--- src/bus_arb_pkg.sv ---
// shared constants and types for the memory bus arbiter
package bus_arb_pkg;
   localparam int PROG_ADDR_W = 22;
   localparam int DATA_ADDR_W = 32;
   localparam int WORD_W = 32;
   localparam int PERIPH_ADDR_W = 16;
   localparam int HALF_W = 16;
   localparam int NUM_REQ = 5;
   // request indices, highest priority first
   localparam int REQ_DWR = 0;
   localparam int REQ_PWR = 1;
   localparam int REQ_DRD = 2;
   localparam int REQ_PRD = 3;
   localparam int REQ_FETCH = 4;
   localparam logic [4:0] GRANT_RESET = 5'h00;
   localparam logic [31:0] WORD_RESET = 32'h0000_0000;
   localparam logic [15:0] HALF_RESET = 16'h0000;
   // peripheral frame variants
   typedef enum logic [1:0] {FRAME_NONE, FRAME_ONE, FRAME_TWO, FRAME_THREE}
      frame_t;
   typedef enum {BR_IDLE, BR_ACCESS} bridge_state_t;
endpackage

--- src/prio_pick.sv ---
// fixed priority one-hot picker
`timescale 1ns/10ps
module prio_pick
   import bus_arb_pkg::*;
#(
   parameter int N = NUM_REQ
)
(
   input wire logic [N-1:0] req,
   output logic [N-1:0] gnt
);
   logic [N-1:0] higher;

   // bit 0 is highest priority
   assign higher[0] = 1'b0;
   genvar i;
   generate
      for (i = 1; i < N; i++)
      begin : g_chain
         assign higher[i] = higher[i-1] | req[i-1];
      end
   endgenerate

   assign gnt = req & ~higher;
endmodule

--- src/frame_check.sv ---
// legal-width check for one peripheral frame access
`timescale 1ns/10ps
module frame_check
   import bus_arb_pkg::*;
(
   input wire frame_t frame,
   input wire logic wide,
   input wire logic from_dma,
   output logic ok
);
   always_comb
   begin
      case (frame)
         FRAME_ONE: ok = ~from_dma;
         FRAME_TWO: ok = ~wide & ~from_dma;
         FRAME_THREE: ok = 1'b1;
         default: ok = 1'b0;
      endcase
   end
endmodule

--- src/mem_bus_arbiter.sv ---
// memory bus priority arbiter with peripheral bridge
// Functional notes
// - The program bus carries a 22-bit address and a 32-bit word.
// - Data read and write buses carry 32-bit address and 32-bit data.
// - At most two requests complete in one cycle: one on memory, one on the bridge.
// - Priority: data write, program write, data read, program read, fetch.
// - Data write and program write never share the memory bus in a cycle.
// - Program read and fetch never share the memory bus in a cycle.
// - The bridge muxes onto one bus with 16-bit address, 16/32-bit data.
// - Frame two takes 16-bit transfers only.
// - Frame one takes 16-bit and 32-bit transfers from the processor.
// - Frame three takes 16/32-bit transfers and is reachable by DMA.
`timescale 1ns/10ps
module mem_bus_arbiter
   import bus_arb_pkg::*;
(
   input wire logic clk,
   input wire logic rst,
   // program read/write bus, write data shares the data write bus
   input wire logic prd_req,
   input wire logic pwr_req,
   input wire logic fetch_req,
   input wire logic [PROG_ADDR_W-1:0] prog_addr,
   input wire logic [PROG_ADDR_W-1:0] fetch_addr,
   output logic [WORD_W-1:0] prog_rdata,
   // data read bus
   input wire logic drd_req,
   input wire logic [DATA_ADDR_W-1:0] drd_addr,
   output logic [WORD_W-1:0] drd_rdata,
   // data write bus
   input wire logic dwr_req,
   input wire logic [DATA_ADDR_W-1:0] dwr_addr,
   input wire logic [WORD_W-1:0] dwr_wdata,
   // access width for peripheral targets, 1 = 32 bit
   input wire logic wide,
   // dma port into frame three
   input wire logic dma_req,
   input wire logic dma_wr,
   input wire logic dma_wide,
   input wire logic [PERIPH_ADDR_W-1:0] dma_addr,
   input wire logic [WORD_W-1:0] dma_wdata,
   // target select from address decode, one per request
   input wire logic [NUM_REQ-1:0] periph_sel,
   input wire frame_t frame,
   // memory side
   output logic mem_en,
   output logic mem_wr,
   output logic [DATA_ADDR_W-1:0] mem_addr,
   output logic [WORD_W-1:0] mem_wdata,
   input wire logic [WORD_W-1:0] mem_rdata,
   // peripheral bus
   output logic per_en,
   output logic per_wr,
   output logic per_wide,
   output frame_t per_frame,
   output logic [PERIPH_ADDR_W-1:0] per_addr,
   output logic [WORD_W-1:0] per_wdata,
   input wire logic [WORD_W-1:0] per_rdata,
   output logic per_err,
   // grant status, one bit per request
   output logic [NUM_REQ-1:0] grant,
   output logic [NUM_REQ-1:0] pending,
   output logic dma_grant
);
   // =================================
   // request collection
   // =================================
   logic [NUM_REQ-1:0] req_vec;
   logic [NUM_REQ-1:0] mem_req;
   logic [NUM_REQ-1:0] per_req;
   logic [NUM_REQ-1:0] mem_gnt;
   logic [NUM_REQ-1:0] per_gnt;
   logic [NUM_REQ-1:0] pend_reg;
   logic [NUM_REQ-1:0] pend_next;
   logic [DATA_ADDR_W-1:0] addr_of [NUM_REQ];

   always_comb
   begin
      req_vec = {fetch_req, prd_req, drd_req, pwr_req, dwr_req} | pend_reg;
      mem_req = req_vec & ~periph_sel;
      per_req = req_vec & periph_sel;
   end

   assign addr_of[REQ_DWR] = dwr_addr;
   assign addr_of[REQ_PWR] = {{(DATA_ADDR_W-PROG_ADDR_W){1'b0}}, prog_addr};
   assign addr_of[REQ_DRD] = drd_addr;
   assign addr_of[REQ_PRD] = {{(DATA_ADDR_W-PROG_ADDR_W){1'b0}}, prog_addr};
   assign addr_of[REQ_FETCH] = {{(DATA_ADDR_W-PROG_ADDR_W){1'b0}},
      fetch_addr};

   // one grant per target; memory and peripheral run side by side
   prio_pick #(.N(NUM_REQ)) u_mem_pick
   (
      .req(mem_req),
      .gnt(mem_gnt)
   );

   prio_pick #(.N(NUM_REQ)) u_per_pick
   (
      .req(per_req),
      .gnt(per_gnt)
   );

   // =================================
   // pending hold
   // =================================
   always_comb
   begin
      pend_next = req_vec & ~(mem_gnt | per_gnt);
   end

   always_ff @(posedge clk or posedge rst)
   begin
      if (rst)
         pend_reg <= GRANT_RESET;
      else
         pend_reg <= pend_next;
   end

   // =================================
   // memory port
   // =================================
   logic mem_en_next;
   logic mem_wr_next;
   logic [DATA_ADDR_W-1:0] mem_addr_next;
   logic [WORD_W-1:0] mem_wdata_next;
   logic [NUM_REQ-1:0] mem_last_reg;
   logic [WORD_W-1:0] prog_rdata_next;
   logic [WORD_W-1:0] drd_rdata_next;
   logic mem_en_reg;
   logic mem_wr_reg;
   logic [DATA_ADDR_W-1:0] mem_addr_reg;
   logic [WORD_W-1:0] mem_wdata_reg;
   logic [WORD_W-1:0] prog_rdata_reg;
   logic [WORD_W-1:0] drd_rdata_reg;
   logic [NUM_REQ-1:0] grant_next;
   logic [NUM_REQ-1:0] grant_reg;

   always_comb
   begin
      mem_en_next = |mem_gnt;
      mem_wr_next = mem_gnt[REQ_DWR] | mem_gnt[REQ_PWR];
      mem_addr_next = WORD_RESET;
      for (int k = 0; k < NUM_REQ; k++)
         if (mem_gnt[k])
            mem_addr_next = addr_of[k];
      mem_wdata_next = mem_wr_next ? dwr_wdata : WORD_RESET;
   end

   // =================================
   // peripheral bridge
   // =================================
   bridge_state_t br_reg;
   bridge_state_t br_next;
   logic per_en_next;
   logic per_wr_next;
   logic per_wide_next;
   frame_t per_frame_next;
   logic [PERIPH_ADDR_W-1:0] per_addr_next;
   logic [WORD_W-1:0] per_wdata_next;
   logic per_err_next;
   logic dma_grant_next;
   logic [NUM_REQ-1:0] per_last_reg;
   logic cpu_ok;
   logic dma_ok;
   logic per_en_reg;
   logic per_wr_reg;
   logic per_wide_reg;
   frame_t per_frame_reg;
   logic [PERIPH_ADDR_W-1:0] per_addr_reg;
   logic [WORD_W-1:0] per_wdata_reg;
   logic per_err_reg;
   logic dma_grant_reg;

   frame_check u_cpu_check
   (
      .frame(frame),
      .wide(wide),
      .from_dma(1'b0),
      .ok(cpu_ok)
   );

   frame_check u_dma_check
   (
      .frame(FRAME_THREE),
      .wide(dma_wide),
      .from_dma(1'b1),
      .ok(dma_ok)
   );

   always_comb
   begin
      br_next = BR_IDLE;
      per_en_next = 1'b0;
      per_wr_next = 1'b0;
      per_wide_next = 1'b0;
      per_frame_next = FRAME_NONE;
      per_addr_next = HALF_RESET;
      per_wdata_next = WORD_RESET;
      per_err_next = 1'b0;
      dma_grant_next = 1'b0;
      case (br_reg)
         BR_IDLE,
         BR_ACCESS:
         begin
            if (|per_gnt)
            begin
               br_next = BR_ACCESS;
               if (cpu_ok)
               begin
                  per_en_next = 1'b1;
                  per_wr_next = per_gnt[REQ_DWR] | per_gnt[REQ_PWR];
                  per_wide_next = wide;
                  per_frame_next = frame;
                  for (int k = 0; k < NUM_REQ; k++)
                     if (per_gnt[k])
                        per_addr_next = addr_of[k][PERIPH_ADDR_W-1:0];
                  per_wdata_next = per_wr_next ? dwr_wdata : WORD_RESET;
               end
               else
                  per_err_next = 1'b1;
            end
            else if (dma_req && dma_ok)
            begin
               br_next = BR_ACCESS;
               per_en_next = 1'b1;
               per_wr_next = dma_wr;
               per_wide_next = dma_wide;
               per_frame_next = FRAME_THREE;
               per_addr_next = dma_addr;
               per_wdata_next = dma_wr ? dma_wdata : WORD_RESET;
               dma_grant_next = 1'b1;
            end
         end
         default:
            br_next = BR_IDLE;
      endcase
   end

   // =================================
   // read return
   // =================================
   always_comb
   begin
      grant_next = mem_gnt | (per_gnt & {NUM_REQ{cpu_ok}});
      prog_rdata_next = prog_rdata_reg;
      drd_rdata_next = drd_rdata_reg;
      if (mem_last_reg[REQ_PRD] || mem_last_reg[REQ_FETCH])
         prog_rdata_next = mem_rdata;
      if (per_last_reg[REQ_PRD] || per_last_reg[REQ_FETCH])
         prog_rdata_next = per_rdata;
      if (mem_last_reg[REQ_DRD])
         drd_rdata_next = mem_rdata;
      if (per_last_reg[REQ_DRD])
         drd_rdata_next = per_wide_reg ? per_rdata
            : {HALF_RESET, per_rdata[HALF_W-1:0]};
   end

   always_ff @(posedge clk or posedge rst)
   begin
      if (rst)
      begin
         mem_en_reg <= 1'b0;
         mem_wr_reg <= 1'b0;
         mem_addr_reg <= WORD_RESET;
         mem_wdata_reg <= WORD_RESET;
         mem_last_reg <= GRANT_RESET;
         per_last_reg <= GRANT_RESET;
         grant_reg <= GRANT_RESET;
         prog_rdata_reg <= WORD_RESET;
         drd_rdata_reg <= WORD_RESET;
         br_reg <= BR_IDLE;
         per_en_reg <= 1'b0;
         per_wr_reg <= 1'b0;
         per_wide_reg <= 1'b0;
         per_frame_reg <= FRAME_NONE;
         per_addr_reg <= HALF_RESET;
         per_wdata_reg <= WORD_RESET;
         per_err_reg <= 1'b0;
         dma_grant_reg <= 1'b0;
      end
      else
      begin
         mem_en_reg <= mem_en_next;
         mem_wr_reg <= mem_wr_next;
         mem_addr_reg <= mem_addr_next;
         mem_wdata_reg <= mem_wdata_next;
         mem_last_reg <= mem_gnt;
         per_last_reg <= per_gnt & {NUM_REQ{cpu_ok}};
         grant_reg <= grant_next;
         prog_rdata_reg <= prog_rdata_next;
         drd_rdata_reg <= drd_rdata_next;
         br_reg <= br_next;
         per_en_reg <= per_en_next;
         per_wr_reg <= per_wr_next;
         per_wide_reg <= per_wide_next;
         per_frame_reg <= per_frame_next;
         per_addr_reg <= per_addr_next;
         per_wdata_reg <= per_wdata_next;
         per_err_reg <= per_err_next;
         dma_grant_reg <= dma_grant_next;
      end
   end

   assign mem_en = mem_en_reg;
   assign mem_wr = mem_wr_reg;
   assign mem_addr = mem_addr_reg;
   assign mem_wdata = mem_wdata_reg;
   assign prog_rdata = prog_rdata_reg;
   assign drd_rdata = drd_rdata_reg;
   assign per_en = per_en_reg;
   assign per_wr = per_wr_reg;
   assign per_wide = per_wide_reg;
   assign per_frame = per_frame_reg;
   assign per_addr = per_addr_reg;
   assign per_wdata = per_wdata_reg;
   assign per_err = per_err_reg;
   assign grant = grant_reg;
   assign pending = pend_reg;
   assign dma_grant = dma_grant_reg;
endmodule

--- config.mk ---
export PLATFORM = sky130hd
export DESIGN_NAME = mem_bus_arbiter
export DESIGN_NICKNAME = d
export VERILOG_FILES = /design/src/bus_arb_pkg.sv /design/src/prio_pick.sv /design/src/frame_check.sv /design/src/mem_bus_arbiter.sv
export SDC_FILE = /design/constraint.sdc
export NUM_CORES = 1
export LEC_CHECK = 0
export BUFFER_PORTS_ARGS = -buffer_cell sky130_fd_sc_hd__buf_2
export CAP_MARGIN = 30
export CORE_AREA = 5 5 177 179
export CTS_CLUSTER_DIAMETER = 60
export DETAILED_ROUTE_END_ITERATION = 7
export DIE_AREA = 0 0 182 184
export HOLD_SLACK_MARGIN = 0.15
export PLACE_DENSITY = 0.65
export SLEW_MARGIN = 10
export SYNTH_ARGS = -nofsm -noshare
export SYNTH_HDL_FRONTEND = slang
export SYNTH_SLANG_ARGS = --single-unit
--- constraint.sdc ---
create_clock -name clk -period 8.33 [get_ports clk]
set_clock_uncertainty 0.05 [all_clocks]
set_input_delay 0.833 -clock clk [delete_from_list [all_inputs] [get_ports clk]]
set_output_delay 0.833 -clock clk [all_outputs]
set_load 0.1 [all_outputs]
==> flow_summary_export.csv <==
group,metric,value,unit
status,status,"completed",
routing,via_count,8988,
timing,setup_viol_count_final,0,
critical_path,setup.reg_to_reg.worst_slack,5.59,ns
cts,ctsLongestPathBuffers,3,
timing,fin_setup_tns,0,ns
critical_path,critical_path_end,"pending[1]",
global_route,grt_first_pass_wirelength,55400,um
cts,tritoncts,"yes",
global_route,initial_antenna_violation_count,5,
routing,drt_pre_antenna_iters,5,
critical_path,timing.critical_path.from_type,"register",
global_route,grt_start_max_net_pins,126,
critical_path,path_class,"register to primary output",
floorplan,die_area,33500,um2
yosys,synth_top_flop_cell,"dfrtp_1",
placement,post-place-cells,1682,
run,cap_viol_max_count,0,
critical_path,critPathMaxStageDelay,0.84,ns
yosys,ys_ff_latch,201,
yosys,synth_area,9590,um2
placement,place.gp.congestion,0.928,
floorplan,boundaryPins,465,
routing,post-route-drc-count,0,
power,ir_worst_vdd,0.000123,V
yosys,synth-warning-count,0,
critical_path,timing.rr.start,"pending[1]$_DFF_PP0_",
critical_path,crit_start,"pending[1]$_DFF_PP0_",
cells_and_area,final_net_count,1595,
cells_and_area,final_cell_count_no_fill,1737,
power,cell_internal_pwr,0.00210,W
power,power.total,0.00414,W
cts,post_cts.resized_instances,0,
yosys,syn-instance-count,894,
floorplan,start_util,32.6,%
cts,cts.reportedPaths.clkPinSlew,0.06,ns
global_route,via_count_of_the_first_global_routing_pass,8905,
yosys,count_of_unique_library_cells_instantiated_by_yosys,44,
yosys,edff_count_synth,0,
critical_path,crit_chain,"buf_2",
timing,timing.slew.headroom,38.4,%
critical_path,critical_path.endpoint_type,"primary output",
timing,period_share,33.8,%
floorplan,die_h,184,um
power,pwr-share-comb,44.1,%
cts,post-cts-setup-buffer-count,0,
cells_and_area,final_layout_size_suffix_gt1_share,42.4,%
critical_path,cp.buffers_inverters,1,
timing,finalCriticalPeriod,2.82,ns
cells_and_area,register_area,5030,um2
power,cellLeakagePower,6.92,nW
cts,clkSinkCount,201,
yosys,syn-mean-instance-area,10.7,um2
critical_path,cpMaxStageDelayCell,"dfrtp_1",
cells_and_area,multi_input_comb_area,4220,um2
critical_path,worst-path-max-fanout,22,
cts,post_cts_hold_buffer_count,0,
cts,clock_tree.root_cell,"clkbuf_16",
routing,routed_wl,38200,um
critical_path,cpLargestDelayFamily,"flip-flops",
power,switching_power_as_a_share_of_total_power,49.3,%
routing,routedWlPerCell,22.0,um
placement,numPortBuffers,464,
routing,post_drt_via_cell_ratio,5.17,
cts,tritoncts.num_buffers,27,
timing,timing_worst_slew_pin_value,0.923,ns
cells_and_area,area_growth_syn_to_layout,37.7,%
cts,insertion_delay_of_the_later_clocked_pin_in_the_worst_skew_pair,0.52,ns
timing,max_clock_freq,0.355,GHz
floorplan,placementRows,63,
critical_path,timing.reg2reg.worst_path_depth,5,
critical_path,worst_ep_required_time,7.45,ns
floorplan,die_w,182,um
routing,detail_route.iter0.violations,582,
hold_path,timing.hold.worst.class,"input pin to async pin",
cells_and_area,layout.filler_cells,2828,
routing,ant_nets,0,
yosys,ys_async_sr_fraction,100,%
cts,cts_max_level,1,
timing,timing_max_transition_violations_final,0,
floorplan,core,29400,um2
critical_path,worstReg2RegEnd,"mem_addr[20]$_DFF_PP0_",
power,power.share.sequential,29.5,%
timing,hold_viol_final,0,
yosys,synth_nets,1164,
global_route,grt_ovf,0,
power,power-per-cell-area,313,nW/um2
power,power_switching,0.00204,W
critical_path,timing.critical_path.arrival,1.93,ns
placement,hpwlAfterDp,28800,um
global_route,gr-usage-all-layers,21.2,%
yosys,synth.yosys.seq_area_share,52.5,%
critical_path,critical_path_cell_count,1,
power,power.clock.fraction,26.4,%
timing,rsz0062_at_grt,"false",
area by class of cell:
| cell class | instances | share of cell area (%) |
|---|---|---|
| Tap cell | 390 | 3.70 |
| Multi-Input combinational cell | 610 | 32.0 |
| Antenna cell | 6 | 0.114 |
| Timing Repair Buffer | 483 | 19.6 |
| Clock buffer | 33 | 5.52 |
| Sequential cell | 201 | 38.1 |
| Clock inverter | 12 | 0.844 |
| Inverter | 2 | 0.114 |
through the flow:
| step | utilization [%] | area [um2] | hold slack (ns) | setup slack, ns |
|---|---|---|---|---|
| after CTS | 44.5 | 13100 | 0.428 | 5.34 |
| after floorplan | - | 9590 | 0.510 | 1.96 |
| after detailed placement | 41.7 | 12300 | 0.415 | 4.88 |
| after global routing | 44.9 | 13200 | 0.288 | 5.39 |
| after global placement | 41.4 | 12200 | 0.407 | 4.82 |
| final | 44.9 | 13200 | 0.258 | 5.51 |
power by group through the flow:
stage / Combinational, W / Clock, W / Sequential [W]
global placement: 0.00180 / 0 / 0.00124
detailed placement: 0.00182 / 0 / 0.00124
CTS: 0.00182 / 0.00112 / 0.00122
floorplan: 0.000308 / 0 / 0.00236
global route: 0.00189 / 0.00116 / 0.00124
finish: 0.00183 / 0.00109 / 0.00122
cells by family (layout without fill, tap and decap cells):
family	Yosys count	count (layout)	share of synthesized area, %
and+or+nand+nor	229	229	11.8
other	1	7	0.0391
xor gates and xnor gates	1	1	0.0914
muxes	97	97	10.3
DFF	201	201	52.5
buffers and inverters	83	530	4.08
AOI/OAI and AO/OA	282	282	21.2
routing by layer:
metal  vias up  part of all wire (%)  GRT usage [%]
li1       4131                     -              -
met2       437                    49           35.6
met3        64                   7.5           3.94
met1      4356                    41           28.0
met5         -                     0              0
met4         0                   2.6           6.06
cells in the mapped netlist, drive strengths merged (22+ instances only):
master / instances / area, um2
dfrtp: 201 / 5030
nand2: 85 / 327
o21ai: 85 / 429
mux2i: 81 / 811
a22o: 55 / 482
and2: 48 / 300
buf: 42 / 238
clkbuf: 39 / 146
a21oi: 38 / 190
nor2: 37 / 146
nand3: 25 / 125
a221o: 22 / 220
cell usage in the layout (no fill, tap or decap), drive strengths merged, types with 19 or more instances in the layout:
cell type and count:
buf 483, dfrtp 201, nand2 85, o21ai 85
mux2i 81, a22o 55, and2 48, a21oi 38
nor2 37, clkbuf 33, nand3 25, a221o 22
a211oi 19, nor3 19
how the worst min path moves through the flow:
stage               cells past startpoint                        from  slack (ns)                    endpoint
finish                                  2                         rst        0.26     per_wdata[27]$_DFF_PP0_
floorplan                               2   mem_last_reg[3]$_DFF_PP0_        0.51  prog_rdata[17]$_DFFE_PP0P_
global route                            2                         rst        0.29     per_wdata[27]$_DFF_PP0_
CTS                                     2  prog_rdata[21]$_DFFE_PP0P_        0.43  prog_rdata[21]$_DFFE_PP0P_
global placement                        2  prog_rdata[18]$_DFFE_PP0P_        0.41  prog_rdata[18]$_DFFE_PP0P_
detailed placement                      2  prog_rdata[21]$_DFFE_PP0P_        0.41  prog_rdata[21]$_DFFE_PP0P_
worst reg2reg max path: cells and delay by family (launching register included):
kind,cells,cell delay [ns]
simple gates,2,0.77
flops,1,0.66
buf+inv,1,0.36
compound gates,2,0.83
Note: power is estimated with default switching activity, not from simulation.
